File: src/core/rcs_map.svh
`ifndef RCS_MAP_SVH
`define RCS_MAP_SVH

// register byte offsets on the wishbone slave
`define RCS_OFF_STATUS   5'h0_0
`define RCS_OFF_CFG      5'h0_4
`define RCS_OFF_WDOG     5'h0_8
`define RCS_OFF_APPLIED  5'h0_C

// status field positions
`define RCS_ST_STATE_LSB 0
`define RCS_ST_WRITTEN   4
`define RCS_ST_LATE      5
`define RCS_ST_STRAP_LSB 16

// sequence counts in input-clock cycles
`define RCS_POR_STRETCH_CYC 16'h0_400
`define RCS_HARD_REL_CYC    16'h0_200
`define RCS_SOFT_REL_CYC    16'h0_203
`define RCS_EXT_SOFT_CYC    16'h0_010

// reset values
`define RCS_CFG_DEFAULT   32'h0000_0000
`define RCS_WDOG_RELOAD   16'hFFFF

`endif

File: src/core/rcs_pkg.sv
package rcs_pkg;

	typedef enum logic [2:0] {
		ST_POR,
		ST_STRETCH,
		ST_PLL,
		ST_HARD,
		ST_SOFT,
		ST_RUN
	} rcs_state_e;

	typedef logic [13:0] rcs_strap_t;

endpackage : rcs_pkg

File: src/core/rcs_top.sv
// What this block does
// - config arrives by host port or system bus
// - bus role master or slave from straps
// - slave with no write uses default word
// - capture fourteen straps at power-on release
// - stretch internal power-on reset 1024 cycles
// - pll locks within 6400 reference cycles
// - hard reset released 512 cycles after lock
// - soft reset released 515 cycles after lock
// - soft reset held while hard reset held
// - external soft reset only when not resetting
// - host write in power-on only, bus also hard
// - watchdog reaching zero starts hard reset
`timescale 1ns/1ps
`default_nettype none
`include "rcs_map.svh"

module rcs_top
	import rcs_pkg::*;
#(
	parameter int PLL_LOCK_REF_CYC = 6400,
	parameter int PLL_REF_DIV      = 1
)(
	input  wire logic        clk_i,
	input  wire logic        rst_i,
	input  wire logic        wb_cyc_i,
	input  wire logic        wb_stb_i,
	input  wire logic        wb_we_i,
	input  wire logic [4:0]  wb_adr_i,
	input  wire logic [3:0]  wb_sel_i,
	input  wire logic [31:0] wb_dat_i,
	output logic      [31:0] wb_dat_o,
	output logic             wb_ack_o,
	input  wire logic        power_on_reset_in_n_i,
	input  wire logic        config_source_strap_i,
	input  wire logic        config_slave_strap_i,
	input  wire logic        host_port_sync_strap_i,
	input  wire logic        host_port_width_strap_i,
	input  wire logic [3:0]  device_select_id_i,
	input  wire logic [2:0]  boot_source_strap_i,
	input  wire logic        watchdog_enable_strap_i,
	input  wire logic [1:0]  clock_mode_strap_i,
	input  wire logic        system_pll_lock_i,
	input  wire logic        host_cfg_wr_i,
	input  wire logic [31:0] host_cfg_data_i,
	input  wire logic        bus_cfg_valid_i,
	input  wire logic [31:0] bus_cfg_data_i,
	input  wire logic        hard_reset_line_n_i,
	output logic             hard_reset_line_n_o,
	output logic             hard_reset_line_n_oe_o,
	input  wire logic        soft_reset_line_n_i,
	output logic             soft_reset_line_n_o,
	output logic             soft_reset_line_n_oe_o,
	output logic             internal_por_o,
	output logic             system_pll_rst_o,
	output logic             pll_lock_late_o,
	output logic      [31:0] cfg_word_o,
	output logic      [13:0] straps_o
);

	localparam int PLL_LIMIT = PLL_LOCK_REF_CYC * PLL_REF_DIV;

	////////////////////////////////////////////////////////////////////////
	// state

	rcs_state_e  state_q, state_d;
	logic [15:0] cnt_q, cnt_d;
	logic        por_n_q, por_n_d;
	logic        por_phase_q, por_phase_d;
	rcs_strap_t  strap_q, strap_d;
	logic [31:0] cfg_q, cfg_d;
	logic        written_q, written_d;
	logic [31:0] applied_q, applied_d;
	logic        late_q, late_d;
	logic [15:0] wd_q, wd_d;
	logic [15:0] wd_rl_q, wd_rl_d;
	logic        ack_q, ack_d;
	logic [31:0] rdat_q, rdat_d;
	logic        hard_drv_q, hard_drv_d;
	logic        soft_drv_q, soft_drv_d;

	logic        wb_req;
	logic        wb_wr;
	logic        bus_path;
	logic        bus_master;
	logic        cfg_window;

	assign wb_req     = wb_cyc_i & wb_stb_i & ~ack_q;
	// a write lands on the edge where the master sees ack high
	assign wb_wr      = wb_cyc_i & wb_stb_i & ack_q & wb_we_i
			& (&wb_sel_i);
	assign bus_path   = strap_q[13];
	assign bus_master = bus_path & ~strap_q[12];
	assign cfg_window = por_phase_q ? 1'b1
			: (bus_path && state_q == ST_HARD);

	////////////////////////////////////////////////////////////////////////
	// sequencer and config capture

	always_comb
	begin
		state_d     = state_q;
		cnt_d       = cnt_q + 16'h0_001;
		por_n_d     = power_on_reset_in_n_i;
		por_phase_d = por_phase_q;
		strap_d     = strap_q;
		cfg_d       = cfg_q;
		written_d   = written_q;
		applied_d   = applied_q;
		late_d      = late_q;
		wd_d        = wd_q;
		wd_rl_d     = wd_rl_q;
		hard_drv_d  = hard_drv_q;
		soft_drv_d  = soft_drv_q;

		// config word writes, host port or bus
		if (cfg_window)
		begin
			if (!bus_path && por_phase_q && host_cfg_wr_i)
			begin
				cfg_d     = host_cfg_data_i;
				written_d = 1'b1;
			end
			else if (bus_master && bus_cfg_valid_i)
			begin
				cfg_d     = bus_cfg_data_i;
				written_d = 1'b1;
			end
			else if (bus_path && !bus_master && wb_wr
					&& wb_adr_i == `RCS_OFF_CFG)
			begin
				cfg_d     = wb_dat_i;
				written_d = 1'b1;
			end
		end

		case (state_q)
			ST_POR:
			begin
				hard_drv_d = 1'b1;
				soft_drv_d = 1'b1;
				cnt_d      = 16'h0_000;
				if (power_on_reset_in_n_i && !por_n_q)
				begin
					strap_d = {config_source_strap_i,
						config_slave_strap_i,
						host_port_sync_strap_i,
						host_port_width_strap_i,
						device_select_id_i,
						boot_source_strap_i,
						watchdog_enable_strap_i,
						clock_mode_strap_i};
					state_d = ST_STRETCH;
				end
			end
			ST_STRETCH:
			begin
				if (cnt_q == `RCS_POR_STRETCH_CYC - 16'h0_001)
				begin
					state_d = ST_PLL;
					cnt_d   = 16'h0_000;
				end
			end
			ST_PLL:
			begin
				if (cnt_q == PLL_LIMIT[15:0] && !system_pll_lock_i)
					late_d = 1'b1;
				if (system_pll_lock_i)
				begin
					state_d = ST_HARD;
					cnt_d   = 16'h0_000;
				end
			end
			ST_HARD:
			begin
				if (cnt_q == `RCS_HARD_REL_CYC - 16'h0_001)
				begin
					hard_drv_d = 1'b0;
					applied_d = written_q ? cfg_q
						: `RCS_CFG_DEFAULT;
					por_phase_d = 1'b0;
				end
				if (cnt_q == `RCS_SOFT_REL_CYC - 16'h0_001)
				begin
					soft_drv_d = 1'b0;
					state_d    = ST_RUN;
					wd_d       = wd_rl_q;
				end
			end
			ST_SOFT:
			begin
				if (cnt_q == `RCS_EXT_SOFT_CYC - 16'h0_001)
				begin
					soft_drv_d = 1'b0;
					state_d    = ST_RUN;
				end
			end
			default:
			begin
				cnt_d = 16'h0_000;
				if (strap_q[2] && wd_q != 16'h0_000)
					wd_d = wd_q - 16'h0_001;
				if (strap_q[2] && wd_q == 16'h0_000)
				begin
					state_d    = ST_HARD;
					hard_drv_d = 1'b1;
					soft_drv_d = 1'b1;
					written_d  = 1'b0;
				end
				else if (!soft_reset_line_n_i)
				begin
					state_d    = ST_SOFT;
					soft_drv_d = 1'b1;
				end
			end
		endcase

		// software reload wins over the running count
		if (wb_wr && wb_adr_i == `RCS_OFF_WDOG)
		begin
			wd_rl_d = wb_dat_i[15:0];
			wd_d    = wb_dat_i[15:0];
		end

		if (!power_on_reset_in_n_i)
		begin
			state_d     = ST_POR;
			por_phase_d = 1'b1;
			hard_drv_d  = 1'b1;
			soft_drv_d  = 1'b1;
			written_d   = 1'b0;
			late_d      = 1'b0;
		end
	end

	always_ff @(posedge clk_i)
	begin
		if (rst_i)
		begin
			state_q     <= ST_POR;
			cnt_q       <= 16'h0_000;
			por_n_q     <= 1'b1;
			por_phase_q <= 1'b1;
			strap_q     <= '0;
			cfg_q       <= `RCS_CFG_DEFAULT;
			written_q   <= 1'b0;
			applied_q   <= `RCS_CFG_DEFAULT;
			late_q      <= 1'b0;
			wd_q        <= `RCS_WDOG_RELOAD;
			wd_rl_q     <= `RCS_WDOG_RELOAD;
			hard_drv_q  <= 1'b1;
			soft_drv_q  <= 1'b1;
		end
		else
		begin
			state_q     <= state_d;
			cnt_q       <= cnt_d;
			por_n_q     <= por_n_d;
			por_phase_q <= por_phase_d;
			strap_q     <= strap_d;
			cfg_q       <= cfg_d;
			written_q   <= written_d;
			applied_q   <= applied_d;
			late_q      <= late_d;
			wd_q        <= wd_d;
			wd_rl_q     <= wd_rl_d;
			hard_drv_q  <= hard_drv_d;
			soft_drv_q  <= soft_drv_d;
		end
	end

	////////////////////////////////////////////////////////////////////////
	// wishbone slave: one-wait-state ack, unmapped reads zero

	always_comb
	begin
		ack_d  = wb_req;
		rdat_d = 32'h0000_0000;
		if (wb_adr_i == `RCS_OFF_STATUS)
		begin
			rdat_d[`RCS_ST_STATE_LSB +: 3] = state_q;
			rdat_d[`RCS_ST_WRITTEN]        = written_q;
			rdat_d[`RCS_ST_LATE]           = late_q;
			rdat_d[`RCS_ST_STRAP_LSB +: 14] = strap_q;
		end
		else if (wb_adr_i == `RCS_OFF_CFG)
			rdat_d = cfg_q;
		else if (wb_adr_i == `RCS_OFF_WDOG)
			rdat_d = {16'h0_000, wd_q};
		else if (wb_adr_i == `RCS_OFF_APPLIED)
			rdat_d = applied_q;
	end

	always_ff @(posedge clk_i)
	begin
		if (rst_i)
		begin
			ack_q  <= 1'b0;
			rdat_q <= 32'h0000_0000;
		end
		else
		begin
			ack_q  <= ack_d;
			rdat_q <= rdat_d;
		end
	end

	assign wb_ack_o = ack_q;
	assign wb_dat_o = rdat_q;

	// open-drain pins only ever pull low
	assign hard_reset_line_n_o    = 1'b0;
	assign hard_reset_line_n_oe_o = hard_drv_q;
	assign soft_reset_line_n_o    = 1'b0;
	assign soft_reset_line_n_oe_o = soft_drv_q | hard_drv_q;
	assign internal_por_o   = (state_q == ST_POR) || (state_q == ST_STRETCH);
	assign system_pll_rst_o = internal_por_o;
	assign pll_lock_late_o  = late_q;
	assign cfg_word_o       = applied_q;
	assign straps_o         = strap_q;

endmodule : rcs_top
`default_nettype wire

File: config.mk
export PLATFORM = sky130hd
export DESIGN_NAME = rcs_top
export DESIGN_NICKNAME = d
export VERILOG_FILES = /design/src/core/rcs_pkg.sv /design/src/core/rcs_top.sv
export VERILOG_INCLUDE_DIRS = /design/src /design/src/core
export SDC_FILE = /design/constraint.sdc
export NUM_CORES = 1
export LEC_CHECK = 0
export BUFFER_PORTS_ARGS = -buffer_cell sky130_fd_sc_hd__buf_2
export CAP_MARGIN = 20
export CORE_UTILIZATION = 35
export DETAILED_ROUTE_END_ITERATION = 12
export PLACE_DENSITY = 0.61
export SKIP_CTS_REPAIR_TIMING = 1
export SYNTH_ARGS = -nofsm -noshare
export SYNTH_HDL_FRONTEND = slang
export SYNTH_SLANG_ARGS = --single-unit
File: constraint.sdc
create_clock -name clk_i -period 3.73 [get_ports clk_i]
set_input_delay 0.5595 -clock clk_i [delete_from_list [all_inputs] [get_ports clk_i]]
set_output_delay 0.5595 -clock clk_i [all_outputs]
set_load 0.01 [all_outputs]
==> flow_summary.ini <==
[outcome]
status = complete, but fails checks
violations = design-rule violations

[timing]
post-route-period-util_pct = 74.52
fmax_mhz = 359.8
fin_worst_skew_ns = 0.01330
fin_setup_tns_ns = 0
whs_ns = 0.3574
rsz0062_at_grt = no
hold_violations = 0
period_needed_ns = 2.779
slew_headroom_pct = 28.50
setup_viol = 0
worst_slew_pin_slew_ns = 1.072
drv_slew = 0

[cts]
cts.path.max_buffers = 2
cts-root-buf = clkbuf_16
htreeDepth = 4
cts_tree = done
cts.clk_slew.worst_paths_ns = 0.07
clkLatencyLatePin_ns = 0.43
cts_sinks = 168
numCtsBuffers = 17

[cells_and_area]
n_antenna_cell = 0
layout_common_cells = 211 x buf_2, 167 x dfxtp_1, 132 x nor2_1
layout.cells.most_common = buf_2
drive_above_1_share_pct = 24.57
syn2layout_area_growth_pct = 22.69
fin_nets = 1290

[die]
initial_core_util_pct = 35.65
std_cell_rows = 55
die_h_um = 153.6
die_w_um = 153.6
io_pins = 216
design.core.area_mm2 = 0.02257
dieArea_mm2 = 0.02360

[routing]
m1WireLength_um = 11550
drc_errors = 2
drt-wirelength-per-cell_um = 17.08
drt-total-wl_um = 24820
first_iter_violations = 578
route.met3.wl_um = 1650
drt.antenna.violating_nets = 0
vias = 7552
vias_per_cell = 5.198
drt_pre_antenna_iters = 10
highest-signal-layer = met5
wl_met2_um = 11130

[synth]
ys.flop_type = dfxtp_1
yosysWarnings = 0
netlist-cell-type-count = 65
synth_area_leaders = dfxtp_1 42%, mux2i_1 12%, nor2_1 6.2%, nand2_1 5.9%, o21ai_0 5.6%
async_flop_share_pct = 0
synth_largest_area_cell = dfxtp_1
avgSynthCellArea_um2 = 8.211
synth_edf_count = 0
synth_seq_cells = 168
syn-cell-area_mm2 = 0.008046
seq_area_frac_synth_pct = 41.80
synth_top_area_share_pct = 41.80
netlist_instances = 980

[setup_path]
worstPathArrival_ns = 3.06
crit_path_start_kind = flop
end_kind = flop
crit_required_ns = 4.01
critical_path_class = flop to flop
cp_max_fo = 19

[global_route]
grt_pass1_vias = 6829
grt_usage_pct = 20.89
grt_pass1_wl_um = 38550
grt_max_degree = 57
gr-total-overflow = 0
antenna_found_initial = 1

[placement]
dp_hpwl_um = 17390
place.gp.congestion = 0.8830
portBuffers = 212

[hold_path]
hold_path.class = input pin to flop

[power]
p_total_mw = 3.948
p_leak_nw = 4.433
power.density_mw_per_mm2 = 399.9
peakVddDrop_uv = 277.6

[job]
max-cap-violations = 0
-- final cells by class --
type | count | area (um^2)
fill | 2266 | 12700
sequential | 168 | 3364
clock inverter | 15 | 160.2
inverter | 11 | 41.29
clock buffer | 17 | 425.4
tap | 285 | 356.6
timing repair buffer | 230 | 1211
multi-input combinational | 727 | 4313
-- metrics by stage --
stage | instances | area [um^2] | utilization [%] | worst slack, ns
after floorplan | 981 | 8050 | - | 1.315
after global placement | 1421 | 9286 | 41.14 | 0.8441
after detailed placement | 1421 | 9286 | 41.14 | 0.8230
after CTS | 1453 | 9872 | 43.74 | 0.9541
after global routing | 1453 | 9872 | 43.74 | 0.7777
final | 1453 | 9872 | 43.74 | 0.9505
-- worst max-delay path, cell delays in order, from the launching register on --
cell and delay (ns):
dfxtp_1 0.33, or4_4 0.58, nor3_1 0.42, nand3_1 0.65, buf_4 0.47, nand2_1 0.10
a21oi_1 0.06
-- state kept, by name, indices dropped and copies added (netlist names) --
| name | cells |
|---|---|
| written_q | 1 |
| pll_lock_late_o | 1 |
| wb_dat_o | 32 |
| cfg_word_o | 32 |
| por_n_q | 1 |
| wb_ack_o | 1 |
| soft_drv_q | 1 |
| cnt_q | 16 |
| hard_reset_line_n_oe_o | 1 |
| wd_rl_q | 16 |
| cfg_q | 32 |
| wd_q | 16 |
| state_q | 3 |
| por_phase_q | 1 |
| straps_o | 14 |
-- worst paths after layout --
kind,endpoint,startpoint,slack (ns),cells past startpoint
worst max-delay path,cfg_word_o[16],cnt_q[13],0.95,6
worst min-delay path,straps_o[10],host_port_width_strap_i,0.36,3
worst max register to register,cfg_word_o[16],cnt_q[13],0.95,6
worst min register to register,wb_ack_o,wb_ack_o,0.45,1
-- cell usage after synthesis, types with 2 or more instances --
master       n
a211oi_1    14
a21oi_1     50
a21oi_2      2
a22oi_1      2
a2bb2oi_1    4
a311oi_1     7
a32oi_1      3
and2b_1      2
and3_1       5
and3_2       2
buf_1        8
buf_2        5
buf_4        7
clkbuf_1    52
dfxtp_1    168
ha_1         5
inv_1       10
mux2_2       2
mux2i_1     97
nand2_1    126
nand2b_1     8
nand3_1     46
nand3b_1     3
nand4_1      6
nor2_1     133
nor2b_1      2
nor3_1      32
nor3b_1      2
nor4_1       4
nor4b_1      2
o211ai_1     2
o21a_1       2
o21ai_0     90
o41ai_1      7
or2_2        4
or3_1       13
or4_1        3
xnor2_1     14
xor2_1      10
-- routing by layer --
layer | up-vias | track usage (%)
li1 | 3762 | -
met1 | 3515 | 28.80
met2 | 247 | 32.45
met3 | 26 | 4.961
met4 | 2 | 5.714
met5 | - | 0
-- kinds of logic after synthesis --
family	share of synthesized area (%)
and+or+nand+nor	23.25
AOI/OAI and AO/OA	14.29
DFF	41.80
muxes	12.35
buffers and inverters	4.883
xor gates and xnor gates	2.612
adders and majority gates	0.7775
other	0.04660
-- power breakdown --
part	switching, mW	leakage [nW]	internal, mW	total [mW]
clock network	0.815	0.279	0.948	1.76
registers	0.0368	1.36	1.83	1.87
logic	0.177	2.79	0.141	0.318
Power figures use the tool's default switching activity.
